<file path="src/design/port_pin_pkg.sv">
package port_pin_pkg;
  // register word addresses (Avalon word index, compared directly with address)
  localparam logic [3:0] ADDR_PAD_CONFIG = 4'h0;
  localparam logic [3:0] ADDR_PORT_A_PIN = 4'h1;
  localparam logic [3:0] ADDR_PORT_A_LAT = 4'h2;
  localparam logic [3:0] ADDR_PORT_A_DIR = 4'h3;
  localparam logic [3:0] ADDR_ANALOG_SEL = 4'h4;
  localparam logic [3:0] ADDR_PORT_C_PIN = 4'h5;
  localparam logic [3:0] ADDR_PORT_C_LAT = 4'h6;
  localparam logic [3:0] ADDR_PORT_C_DIR = 4'h7;
  localparam logic [3:0] ADDR_OPEN_DRAIN = 4'h8;
  localparam logic [3:0] ADDR_RTC_CTRL = 4'h9;
  // pad_config fields
  localparam int PAD_D_PU_BIT = 7;
  localparam int PAD_E_PU_BIT = 6;
  localparam int PAD_J_PU_BIT = 5;
  localparam int PAD_SEL_HI = 2;
  localparam int PAD_SEL_LO = 1;
  localparam logic [7:0] PAD_CONFIG_MASK = 8'he6;
  // open-drain control fields
  localparam int OD_CAP1_BIT = 0;
  localparam int OD_CAP2_BIT = 1;
  localparam int OD_SPI_BIT = 2;
  localparam int OD_UART_BIT = 3;
  localparam logic [7:0] OPEN_DRAIN_MASK = 8'h0f;
  // rtc control field
  localparam int RTC_OE_BIT = 0;
  // rtc output select codes
  localparam logic [1:0] RTC_SEL_SRC = 2'h2;
  localparam logic [1:0] RTC_SEL_SEC = 2'h1;
  localparam logic [1:0] RTC_SEL_ALARM = 2'h0;
  // reset values
  localparam logic [7:0] DIR_RESET = 8'hff;
  localparam logic [7:0] ANALOG_RESET = 8'hff;
  localparam logic [7:0] ZERO_BYTE = 8'h00;
  // oscillator-shared and special pins of port a
  localparam int OSC_OUT_BIT = 6;
  localparam int OSC_IN_BIT = 7;
  localparam int T0_PIN_BIT = 4;
  localparam int T1_PIN_BIT = 5;
  // port c pin roles
  localparam int SEC_CLK_BIT = 0;
  localparam int CHAN2_BIT = 1;
  localparam int CHAN1_BIT = 2;
  localparam int SPI_BIT = 5;
  localparam int UART_BIT = 6;
  // cycle clock divider
  localparam int CYCLE_DIV = 4;
  localparam logic [1:0] CYCLE_HALF = 2'h1;
endpackage : port_pin_pkg

</file>
<file path="src/design/pin_cell.sv">
`timescale 1ns/100ps
// one pad: output mux, open-drain, input gate; all outputs registered
module pin_cell
  import port_pin_pkg::*;
(
  // clock and reset
  input wire logic clk_sys,
  input wire logic rst_n,
  input wire logic clk_en,
  // port controls
  input wire logic dir_in,
  input wire logic lat_in,
  input wire logic disable_in,
  input wire logic analog_in,
  // peripheral override
  input wire logic periph_act,
  input wire logic periph_val,
  input wire logic periph_tri,
  input wire logic open_drain,
  // pad
  input wire logic pad_i,
  output logic pad_o,
  output logic pad_oe,
  output logic level_reg
);
  // drive value and enable before registering
  wire drive_val = periph_act ? periph_val : lat_in;
  wire drive_on = !dir_in && !disable_in && !(periph_act && periph_tri);
  wire oe_next = drive_on && !(open_drain && periph_act && drive_val);
  // an input pin reads low while analog or claimed, so no toggling through buffer
  wire level_next = pad_i && !analog_in && !disable_in;

  // pad registers; reset itself clears oe so pins come up as inputs
  always_ff @(posedge clk_sys or negedge rst_n)
  begin
    if (!rst_n)
    begin
      pad_o <= 1'b0;
      pad_oe <= 1'b0;
      level_reg <= 1'b0;
    end
    else if (clk_en)
    begin
      pad_o <= drive_val;
      pad_oe <= oe_next;
      level_reg <= level_next;
    end
  end
endmodule : pin_cell

</file>
<file path="src/design/port_pin_control.sv">
`timescale 1ns/100ps
// Notes on behaviour
// - pull-up group bits gate latch-driven pull-ups
// - select code routes rtc source to pin
// - rtc pin driven only with enable set
// - direction 0 drives latch, analog ignored
// - direction 1 reads pin, analog blocks
// - analog select resets to analog
// - timer-zero pin resets digital input
// - oscillator claim disables two port bits
// - claimed bits read as undefined
// - claimed output pin carries clock div four
// - timer inputs bypass direction bit
// - port c eight bidirectional bits
// - any reset makes port c inputs
// - direction read returns stored value
// - active compare/pwm output beats latch
// - open-drain when bit set and active
// - channel two on bit one when assigned
// - secondary clock input only oscillator off
// - pwm channel a tri-states on shutdown
module port_pin_control
  import port_pin_pkg::*;
(
  // clock and reset
  input wire logic clk_sys,
  input wire logic rst_n,
  input wire logic clk_en,
  // avalon-mm slave
  input wire logic [3:0] address,
  input wire logic read,
  input wire logic write,
  input wire logic [31:0] writedata,
  output logic [31:0] readdata,
  output logic waitrequest,
  // configuration straps
  input wire logic osc_pin_claim_cfg,
  input wire logic chan2_pin_assign_cfg,
  input wire logic secondary_oscillator,
  // port a pads
  input wire logic [7:0] port_a_i,
  output logic [7:0] port_a_o,
  output logic [7:0] port_a_oe,
  // port c pads
  input wire logic [7:0] port_c_i,
  output logic [7:0] port_c_o,
  output logic [7:0] port_c_oe,
  // pull-up enables per group
  input wire logic [7:0] port_d_latch,
  input wire logic [7:0] port_e_latch,
  input wire logic [7:0] port_j_latch,
  output logic [7:0] group_d_pullup_en,
  output logic [7:0] group_e_pullup_en,
  output logic [7:0] group_j_pullup_en,
  // real-time clock sources and pin
  input wire logic rtc_src_clk,
  input wire logic rtc_sec_clk,
  input wire logic rtc_alarm,
  output logic real_time_clock,
  output logic real_time_clock_oe,
  // peripheral outputs on port c
  input wire logic chan1_pwm_out_a,
  input wire logic chan1_act,
  input wire logic chan1_shutdown_tri,
  input wire logic chan2_pwm_out_a,
  input wire logic chan2_act,
  input wire logic chan2_shutdown_tri,
  input wire logic spi_out,
  input wire logic spi_act,
  input wire logic uart_out,
  input wire logic uart_act,
  // peripheral inputs
  output logic timer_zero_clk_in,
  output logic timer_one_clk_in,
  output logic timer_three_gate_in,
  output logic secondary_digital_clk_in,
  output logic enh_capture_chan2
);
  // software registers
  logic [7:0] pad_config_reg;
  logic [7:0] port_a_output_latch_reg;
  logic [7:0] port_a_direction_reg;
  logic [7:0] analog_select_low_reg;
  logic [7:0] port_c_output_latch_reg;
  logic [7:0] port_c_direction_reg;
  logic [7:0] open_drain_ctrl_reg;
  logic rtc_out_enable_reg;
  logic [1:0] cyc_cnt_reg;
  logic cycle_clock_out_reg;
  logic ack_reg;
  logic [7:0] port_a_level;
  logic [7:0] port_c_level;

  // bus decode
  wire rd_ack = read && !ack_reg;
  // a write lands only on the edge at which the master sees waitrequest low
  wire wr_ack = write && ack_reg;
  wire sel_pad = address == ADDR_PAD_CONFIG;
  // port and latch addresses share the latch, pin address only on read
  wire sel_a_lat = (address == ADDR_PORT_A_PIN) || (address == ADDR_PORT_A_LAT);
  wire sel_a_dir = address == ADDR_PORT_A_DIR;
  wire sel_an = address == ADDR_ANALOG_SEL;
  wire sel_c_lat = (address == ADDR_PORT_C_PIN) || (address == ADDR_PORT_C_LAT);
  wire sel_c_dir = address == ADDR_PORT_C_DIR;
  wire sel_od = address == ADDR_OPEN_DRAIN;
  wire sel_rtc = address == ADDR_RTC_CTRL;
  wire [7:0] wbyte = writedata[7:0];
  // claimed bits disabled: mask for reads of port a registers
  wire [7:0] osc_pin_bits = (8'h01 << OSC_OUT_BIT) | (8'h01 << OSC_IN_BIT);
  wire [7:0] claim_mask = osc_pin_claim_cfg ? ~osc_pin_bits : 8'hff;

  // read mux; claimed bits read 0, which is one legal undefined value
  logic [7:0] rd_byte;
  always_comb
  begin
    unique case (address)
      ADDR_PAD_CONFIG: rd_byte = pad_config_reg;
      ADDR_PORT_A_PIN: rd_byte = port_a_level & claim_mask;
      ADDR_PORT_A_LAT: rd_byte = port_a_output_latch_reg & claim_mask;
      ADDR_PORT_A_DIR: rd_byte = port_a_direction_reg & claim_mask;
      ADDR_ANALOG_SEL: rd_byte = analog_select_low_reg;
      ADDR_PORT_C_PIN: rd_byte = port_c_level;
      ADDR_PORT_C_LAT: rd_byte = port_c_output_latch_reg;
      ADDR_PORT_C_DIR: rd_byte = port_c_direction_reg;
      ADDR_OPEN_DRAIN: rd_byte = open_drain_ctrl_reg;
      ADDR_RTC_CTRL: rd_byte = {7'h00, rtc_out_enable_reg};
      default: rd_byte = ZERO_BYTE; // unmapped reads zero
    endcase
  end

  // one wait cycle per access, then ack; writes land on the ack edge
  always_ff @(posedge clk_sys or negedge rst_n)
  begin
    if (!rst_n)
      ack_reg <= 1'b0;
    else if (clk_en)
      ack_reg <= (read || write) && !ack_reg;
  end

  // waitrequest is the inverse of ack_reg from its own flop, so the bus never sees a decode glitch
  always_ff @(posedge clk_sys or negedge rst_n)
  begin
    if (!rst_n)
      waitrequest <= 1'b1;
    else if (clk_en)
      waitrequest <= !((read || write) && !ack_reg);
  end

  // read data register
  always_ff @(posedge clk_sys or negedge rst_n)
  begin
    if (!rst_n)
      readdata <= 32'h0000_0000;
    else if (clk_en && rd_ack)
      readdata <= {24'h000000, rd_byte};
  end

  // writable registers; reset: all pins input, analog selected
  always_ff @(posedge clk_sys or negedge rst_n)
  begin
    if (!rst_n)
    begin
      pad_config_reg <= ZERO_BYTE;
      port_a_output_latch_reg <= ZERO_BYTE;
      port_a_direction_reg <= DIR_RESET;
      analog_select_low_reg <= ANALOG_RESET;
      port_c_output_latch_reg <= ZERO_BYTE;
      port_c_direction_reg <= DIR_RESET;
      open_drain_ctrl_reg <= ZERO_BYTE;
      rtc_out_enable_reg <= 1'b0;
    end
    else if (clk_en && wr_ack)
    begin
      if (sel_pad)
        pad_config_reg <= wbyte & PAD_CONFIG_MASK;
      if (sel_a_lat)
        port_a_output_latch_reg <= wbyte;
      if (sel_a_dir)
        port_a_direction_reg <= wbyte;
      if (sel_an)
        analog_select_low_reg <= wbyte;
      if (sel_c_lat)
        port_c_output_latch_reg <= wbyte;
      if (sel_c_dir)
        port_c_direction_reg <= wbyte;
      if (sel_od)
        open_drain_ctrl_reg <= wbyte & OPEN_DRAIN_MASK;
      if (sel_rtc)
        rtc_out_enable_reg <= wbyte[RTC_OE_BIT];
    end
  end

  // cycle clock divide-by-four for the claimed output pin
  always_ff @(posedge clk_sys or negedge rst_n)
  begin
    if (!rst_n)
    begin
      cyc_cnt_reg <= 2'h0;
      cycle_clock_out_reg <= 1'b0;
    end
    else if (clk_en)
    begin
      cyc_cnt_reg <= cyc_cnt_reg + 2'h1;
      if (cyc_cnt_reg == CYCLE_HALF || cyc_cnt_reg == 2'(CYCLE_DIV - 1))
        cycle_clock_out_reg <= !cycle_clock_out_reg;
    end
  end

  // port a: analog pins are 0..3 and 5..7; pin 4 has none
  wire [7:0] a_analog = analog_select_low_reg & ~(8'h01 << T0_PIN_BIT);
  // the input pin is cut off; the output pin takes the cycle clock as an override
  wire [7:0] a_disable = osc_pin_claim_cfg ? (8'h01 << OSC_IN_BIT) : ZERO_BYTE;
  wire [7:0] a_clk_act = osc_pin_claim_cfg ? (8'h01 << OSC_OUT_BIT) : ZERO_BYTE;
  wire [7:0] a_dir = port_a_direction_reg & ~a_clk_act;
  genvar gi;
  generate
    for (gi = 0; gi < 8; gi++)
    begin : g_port_a
      pin_cell u_cell (
        .clk_sys(clk_sys),
        .rst_n(rst_n),
        .clk_en(clk_en),
        .dir_in(a_dir[gi]),
        .lat_in(port_a_output_latch_reg[gi]),
        .disable_in(a_disable[gi]),
        .analog_in(a_analog[gi]),
        .periph_act(a_clk_act[gi]),
        .periph_val(cycle_clock_out_reg),
        .periph_tri(1'b0),
        .open_drain(1'b0),
        .pad_i(port_a_i[gi]),
        .pad_o(port_a_o[gi]),
        .pad_oe(port_a_oe[gi]),
        .level_reg(port_a_level[gi])
      );
    end
  endgenerate

  // port c peripheral overrides, per pin
  wire chan2_on = chan2_act && chan2_pin_assign_cfg;
  wire [7:0] c_act = {1'b0, uart_act, spi_act, 3'h0, chan2_on, 1'b0} |
    ({7'h00, chan1_act} << CHAN1_BIT);
  wire [7:0] c_val = ({7'h00, uart_out} << UART_BIT) | ({7'h00, spi_out} << SPI_BIT) |
    ({7'h00, chan1_pwm_out_a} << CHAN1_BIT) | ({7'h00, chan2_pwm_out_a} << CHAN2_BIT);
  wire [7:0] c_tri = ({7'h00, chan1_shutdown_tri} << CHAN1_BIT) |
    ({7'h00, chan2_shutdown_tri} << CHAN2_BIT);
  wire [7:0] c_od = ({7'h00, open_drain_ctrl_reg[OD_UART_BIT]} << UART_BIT) |
    ({7'h00, open_drain_ctrl_reg[OD_SPI_BIT]} << SPI_BIT) |
    ({7'h00, open_drain_ctrl_reg[OD_CAP1_BIT]} << CHAN1_BIT) |
    ({7'h00, open_drain_ctrl_reg[OD_CAP2_BIT]} << CHAN2_BIT);
  generate
    for (gi = 0; gi < 8; gi++)
    begin : g_port_c
      pin_cell u_cell (
        .clk_sys(clk_sys),
        .rst_n(rst_n),
        .clk_en(clk_en),
        .dir_in(port_c_direction_reg[gi]),
        .lat_in(port_c_output_latch_reg[gi]),
        .disable_in(1'b0),
        .analog_in(1'b0),
        .periph_act(c_act[gi]),
        .periph_val(c_val[gi]),
        .periph_tri(c_tri[gi]),
        .open_drain(c_od[gi]),
        .pad_i(port_c_i[gi]),
        .pad_o(port_c_o[gi]),
        .pad_oe(port_c_oe[gi]),
        .level_reg(port_c_level[gi])
      );
    end
  endgenerate

  // rtc pin source select; reserved code gives low
  wire rtc_sel_val = (pad_config_reg[PAD_SEL_HI:PAD_SEL_LO] == RTC_SEL_SRC) ? rtc_src_clk :
    (pad_config_reg[PAD_SEL_HI:PAD_SEL_LO] == RTC_SEL_SEC) ? rtc_sec_clk :
    (pad_config_reg[PAD_SEL_HI:PAD_SEL_LO] == RTC_SEL_ALARM) ? rtc_alarm : 1'b0;

  // registered side outputs: pull-ups, rtc pin, peripheral inputs
  always_ff @(posedge clk_sys or negedge rst_n)
  begin
    if (!rst_n)
    begin
      group_d_pullup_en <= ZERO_BYTE;
      group_e_pullup_en <= ZERO_BYTE;
      group_j_pullup_en <= ZERO_BYTE;
      real_time_clock <= 1'b0;
      real_time_clock_oe <= 1'b0;
      timer_zero_clk_in <= 1'b0;
      timer_one_clk_in <= 1'b0;
      timer_three_gate_in <= 1'b0;
      secondary_digital_clk_in <= 1'b0;
      enh_capture_chan2 <= 1'b0;
    end
    else if (clk_en)
    begin
      group_d_pullup_en <= port_d_latch & {8{pad_config_reg[PAD_D_PU_BIT]}};
      group_e_pullup_en <= port_e_latch & {8{pad_config_reg[PAD_E_PU_BIT]}};
      group_j_pullup_en <= port_j_latch & {8{pad_config_reg[PAD_J_PU_BIT]}};
      real_time_clock <= rtc_sel_val & rtc_out_enable_reg;
      real_time_clock_oe <= rtc_out_enable_reg;
      timer_zero_clk_in <= port_a_i[T0_PIN_BIT];
      timer_one_clk_in <= port_a_i[T1_PIN_BIT];
      timer_three_gate_in <= port_a_i[T1_PIN_BIT];
      secondary_digital_clk_in <= port_c_i[SEC_CLK_BIT] & !secondary_oscillator;
      enh_capture_chan2 <= port_c_i[CHAN2_BIT] & chan2_pin_assign_cfg;
    end
  end
endmodule : port_pin_control

</file>
<file path="config.mk">
export PLATFORM = sky130hd
export DESIGN_NAME = port_pin_control
export DESIGN_NICKNAME = d
export VERILOG_FILES = /design/src/design/port_pin_pkg.sv /design/src/design/pin_cell.sv /design/src/design/port_pin_control.sv
export SDC_FILE = /design/constraint.sdc
export NUM_CORES = 1
export LEC_CHECK = 0
export ABC_AREA = 1
export BUFFER_PORTS_ARGS = -buffer_cell sky130_fd_sc_hd__buf_4
export CAP_MARGIN = 20
export CORE_MARGIN = 3
export CORE_UTILIZATION = 35
export DETAILED_ROUTE_END_ITERATION = 8
export GPL_ROUTABILITY_DRIVEN = 0
export SYNTH_ARGS = -nofsm -noshare
export SYNTH_HDL_FRONTEND = slang
export SYNTH_SLANG_ARGS = --single-unit
</file>
<file path="constraint.sdc">
create_clock -name clk_sys -period 1.3 [get_ports clk_sys]
set_input_delay 0.195 -clock clk_sys [delete_from_list [all_inputs] [get_ports clk_sys]]
set_output_delay 0.195 -clock clk_sys [all_outputs]
set_load 0.05 [all_outputs]
</file>
# After elaboration in Yosys (flattened, before gate mapping)

Cells that the tools add are included.

Output and inout port bits: 96
Logic and storage cells: 261
Bits in registers: 141

Reductions and logical operators: 135
Equal/unequal tests: 13
Muxes and demuxes: 23
Add/subtract/negate cells: 1
Bitwise operators: 19

Operator list:

| kind                                                                   | number |
|---|---|
| 8-bit case mux with 10 select lines                                    | 1 |
| 1-bit logical AND                                                      | 63 |
| 8-bit bitwise AND                                                      | 7 |
| 1-bit logical NOT                                                      | 51 |
| 7-bit by 3-bit OR with 7-bit output                                    | 3 |
| 1-bit two-way mux                                                      | 19 |
| 2-bit AND reduction                                                    | 9 |
| 4-bit by 3-bit equality test with 1-bit output (second input constant) | 4 |
| 8-bit two-way mux                                                      | 2 |
| 7-bit by 2-bit OR with 7-bit output                                    | 2 |
| 7-bit by 6-bit OR with 7-bit output                                    | 2 |
| 4-bit by 2-bit equality test with 1-bit output (second input constant) | 2 |
| 4-bit equality test (second input constant)                            | 2 |
| 7-bit inverter with 8-bit output                                       | 1 |
| 7-bit two-way mux                                                      | 1 |
| 2-bit by 1-bit equality test with 1-bit output (second input constant) | 2 |
| 2-bit equality test (second input constant)                            | 2 |
| 4-bit by 1-bit equality test with 1-bit output (second input constant) | 1 |
| 1-bit logical AND (second input constant)                              | 4 |
| 4-bit logical NOT                                                      | 1 |
| 1-bit logical OR                                                       | 4 |
| 1-bit bitwise AND                                                      | 3 |
| 3-bit by 2-bit OR with 3-bit output                                    | 1 |
| 2-bit by 1-bit adder with 2-bit output (second input constant)         | 1 |
| 2 further kinds                                                        | 3 |

# Longest topological paths before layout

Depth after elaboration: 7
Gate-level depth with buffers: 9

# Modules after synthesis

A second synthesis with hierarchy kept.

Cells, all modules: 859
Area, all modules: 6930.4 um^2

Modules (own cells, without submodules):

| module           | area an instance (um^2) | cells an instance | instances | sequential area each (um^2) |
|---|---|---|---|---|
| port_pin_control | 4548.1                  | 539               | 1         | 2358.5 |
| pin_cell         | 148.9                   | 20                | 16        | 75.1 |

# Worst setup path before layout

Ideal clock, no wire load.

Path type: flip-flop to flip-flop
From: register ack_reg
To: register readdata[0]
Stages on the path, launching flop included: 5
Arrival time: 1.089 ns
Required time: 1.182 ns
Period minus slack after synthesis: 1.207 ns
Slack: 0.093 ns
Path through: dfrtp_1 -> nor3_2 -> inv_1 -> nand2_1 -> nand2_1

Cells in the longest elaborated chain, start to end: 3

Ends and longest elaborated chain:

| what                   | line                    | RTL |
|---|---|---|
| from (decl)            | port_pin_control.sv:90  | `logic ack_reg;` |
| from (signal assigned) | port_pin_control.sv:137 | `ack_reg <= (read \|\| write) && !ack_reg;` |
| 1-bit logical NOT      | port_pin_control.sv:95  | `wire rd_ack = read && !ack_reg;` |
| 1-bit logical AND      | port_pin_control.sv:95  |  |
| 1-bit logical AND      | port_pin_control.sv:154 | `else if (clk_en && rd_ack)` |
| to (signal assigned)   | port_pin_control.sv:155 | `readdata <= {24'h000000, rd_byte};` |
| to (decl)              | port_pin_control.sv:34  | `output logic [31:0] readdata,` |

Every way passes these cells.
A chain may end at the register's enable or synchronous reset.

# Worst setup path after layout

From: register waitrequest
To: output port waitrequest

RTL lines:

| what                   | line                    | RTL |
|---|---|---|
| from (decl)            | port_pin_control.sv:35  | `output logic waitrequest,` |
| from (signal assigned) | port_pin_control.sv:146 | `waitrequest <= !((read \|\| write) && !ack_reg);` |

No word-level cell between the ends.

==> results.md <==
* Status: finished with violations
* Failing checks: setup timing
* Nets at just over 1,000
* Synth top cells by count: nand2_1, dfrtp_1, nand3_1
* Max-Cap Viols at 0
* Hold_sp: port_j_latch[7]
* Overall routing resource usage at between 10% and 20%
* Min-Delay Path Depth at 3
* Antenna cells at 0
* IO Port Bufs at between 100 and 150
* Final period utilization at 100%
* Die area at 20,300 sq um
* FP Rows at slightly below 50
* Fmax at around 770 MHz
* Detailed Routing Iterations Pass 1 at 7
* CP max stage delay at 0.54 ns
* Final Hold Fails at 0
* CP arrival at approximately 1.1 ns
* Worst reg2reg path endpoint: readdata[1]
* Register area share after synthesis at about 54%
* Maximum vdd ir drop at roughly 0.0011 V
* Distinct cells, synth at 34
* Primary FF master, synth: dfrtp_1
* Core area at 18,100 sq um
* H-tree depth at 4
* Initial antenna violation count at 0
* Slew Limit Fails at 0
* Reg2reg setup slack at 0.07 ns
* Leakage at between 4 and 5 nW
* Cell Area, Synth at 6530 sq um
* Buf/Inv on CP at 1
* Yosys top cell area share at 44.1%
* Post-Place Cells at ~1,100
* Clock sinks at 140
* CTS tree: yes
* Ys Warns at 0
* Asr flop ratio synth at between 90% and 100%
* DR vias at 5,548
* Initial Utilization at between 30% and 40%
* Share of cells above drive strength 1 at 28.5%
* Largest net degree at the start of global routing at 52
* Crit Path Class: reg -> out
* Final setup fails at 1
* Vias in the first global route at around 5,400
* Kind of end point of the critical path: output port
* Synth Area per Inst at 8.61 sq um
* Antenna Nets Post-Route at 0
* Routed length per instance at 15.7 um
* Cell type with the largest total area after synthesis: dfrtp_1
* RR Startpoint: ack_reg
* Final setup margin at -0.00455 ns
* Final HPWL DP at 13.5 mm
* RSZ-0062 raised after global routing: yes
* Worst path slowest cell: dfstp_2
* Hold Path End: group_j_pullup_en[7]
* PD cells at 1560 nW/um^2
* Vias per cell at 4.69
* Global-route wire length before repair at 29.2 mm
* Tmin final at approximately 1.3 ns
* Number of fill cells in the layout at 1,740
* Yosys reg bits at 140
* Reg clk slew, reported paths at 0.05 ns
* Number of flops mapped to enable cells by yosys at 0
* Delay-heaviest family, CP: flip-flops
* Root buf cell: clkbuf_16
* Crit path max fanout at 2
* Synth-to-layout area growth at 34.3%
* Global route overflow at 0
* DRT Wirelength at 18.6 mm
* Die X at 143 um
* Gate Count Post-Synth at 758
* Hold WC Path Type: in -> reg
* Crit start category: flop
* Cell with the most instances after synthesis: nand2_1
* Worst-case reg-to-reg path depth at 6
* TritonCTS Buffers at 17
* Die Height at between 100 and 150 um
* Clock Skews at 0.0108 ns
* Drt drc at 0
* IO Pins at between 150 and 200
* Synth area leaders: dfrtp_1, nand2_1, dfstp_2
* CTS Buffer Depth at 2
* Hold Slack at between 0.015 and 0.02 ns
* Worst path cell trace: buf_8
* Layout Cells excl Fill at 1,182
* Critical path required time at around 1.1 ns
* Clock Latency Late Sink at 0.42 ns
* DRT iter0 DRCs at 287
-- kinds of logic after synthesis --
kind of cell | synth area share (%)
mux | 0.479
xor+xnor | 0.268
flops | 54.1
fa+ha+maj | 0.383
compound gates | 8.51
other cells | 0.0574
simple gates | 25.3
buf+inv | 10.9
-- power breakdown --
group | switching, mW | internal [mW]
clock | 1.78 | 2.56
sequential | 0.549 | 5.17
combinational | 2.40 | 1.23
total | 4.73 | 8.96
-- cells in the final DEF, fill, tap and decap left out, types with 4 or more instances in the layout --
master / instances
inv_2: 5
inv_1: 32
a22o_1: 7
nand3_1: 79
dfstp_2: 25
dfrtp_1: 115
nand2_2: 4
o21ai_1: 11
nor2_1: 28
a21oi_1: 5
clkinv_2: 7
nand2_1: 263
o21ai_2: 8
conb_1: 24
clkbuf_16: 17
buf_4: 178
nor2_4: 5
clkbuf_1: 4
buf_12: 7
o21ai_0: 62
dlygate4sd3_1: 39
-- worst min-delay path, delay by kind of cell --
kind                   cells  cell delay, ns
buffers and inverters      1            0.08
and+or+nand+nor            2            0.12
-- worst max-delay path by stage --
stage                      startpoint           endpoint  depth (start not counted)
after floorplan               ack_reg        readdata[0]                          4
after global placement     address[1]        readdata[7]                         10
after detailed placement   address[1]  pad_config_reg[5]                          6
after CTS                 waitrequest        waitrequest                          1
after global routing      waitrequest        waitrequest                          1
final                     waitrequest        waitrequest                          1
-- per-stage QoR --
| step | utilization (%) | instance area [sq um] | power, mW | setup TNS [ns] | setup slack (ns) |
|---|---|---|---|---|---|
| floorplan | - | 6620 | 8.19 | 0 | 0.0933 |
| global placement | 43.0 | 7800 | 9.25 | -0.364 | -0.0392 |
| detailed placement | 43.0 | 7800 | 9.31 | -0.279 | -0.0388 |
| CTS | 48.2 | 8740 | 13.8 | -0.0215 | -0.0215 |
| global route | 48.3 | 8770 | 14.4 | -0.178 | -0.0397 |
| finish | 48.3 | 8770 | 13.7 | -0.00455 | -0.00455 |
-- routing by layer --
layer / GRT usage [%] / vias up / routed length (um)
li1: - / 2740 / -
met1: 24.6 / 2567 / 8080
met2: 29.2 / 209 / 8610
met3: 6.12 / 32 / 1490
met4: 6.15 / 0 / 379
met5: 0 / - / 0
-- cell type report --
| class | count | area [sq um] | share of cell area (%) |
|---|---|---|---|
| sequential | 140 | 3530 | 40.3 |
| multi-input combinational | 518 | 2390 | 27.2 |
| timing repair buffer | 226 | 1890 | 21.6 |
| clock buffer | 24 | 482 | 5.50 |
| tap | 229 | 287 | 3.27 |
| inverter | 37 | 139 | 1.58 |
| clock inverter | 8 | 42.5 | 0.485 |
-- timing repair --
action | 4_1_cts | 5_1_grt
hold endpoints to repair | 71 | 0
hold buffers | 39 | 0
resized for setup | 11 | 2
endpoints found under the setup margin | 18 | 42
setup buffers | 0 | 3
Note: power is estimated with default switching activity, not from simulation.
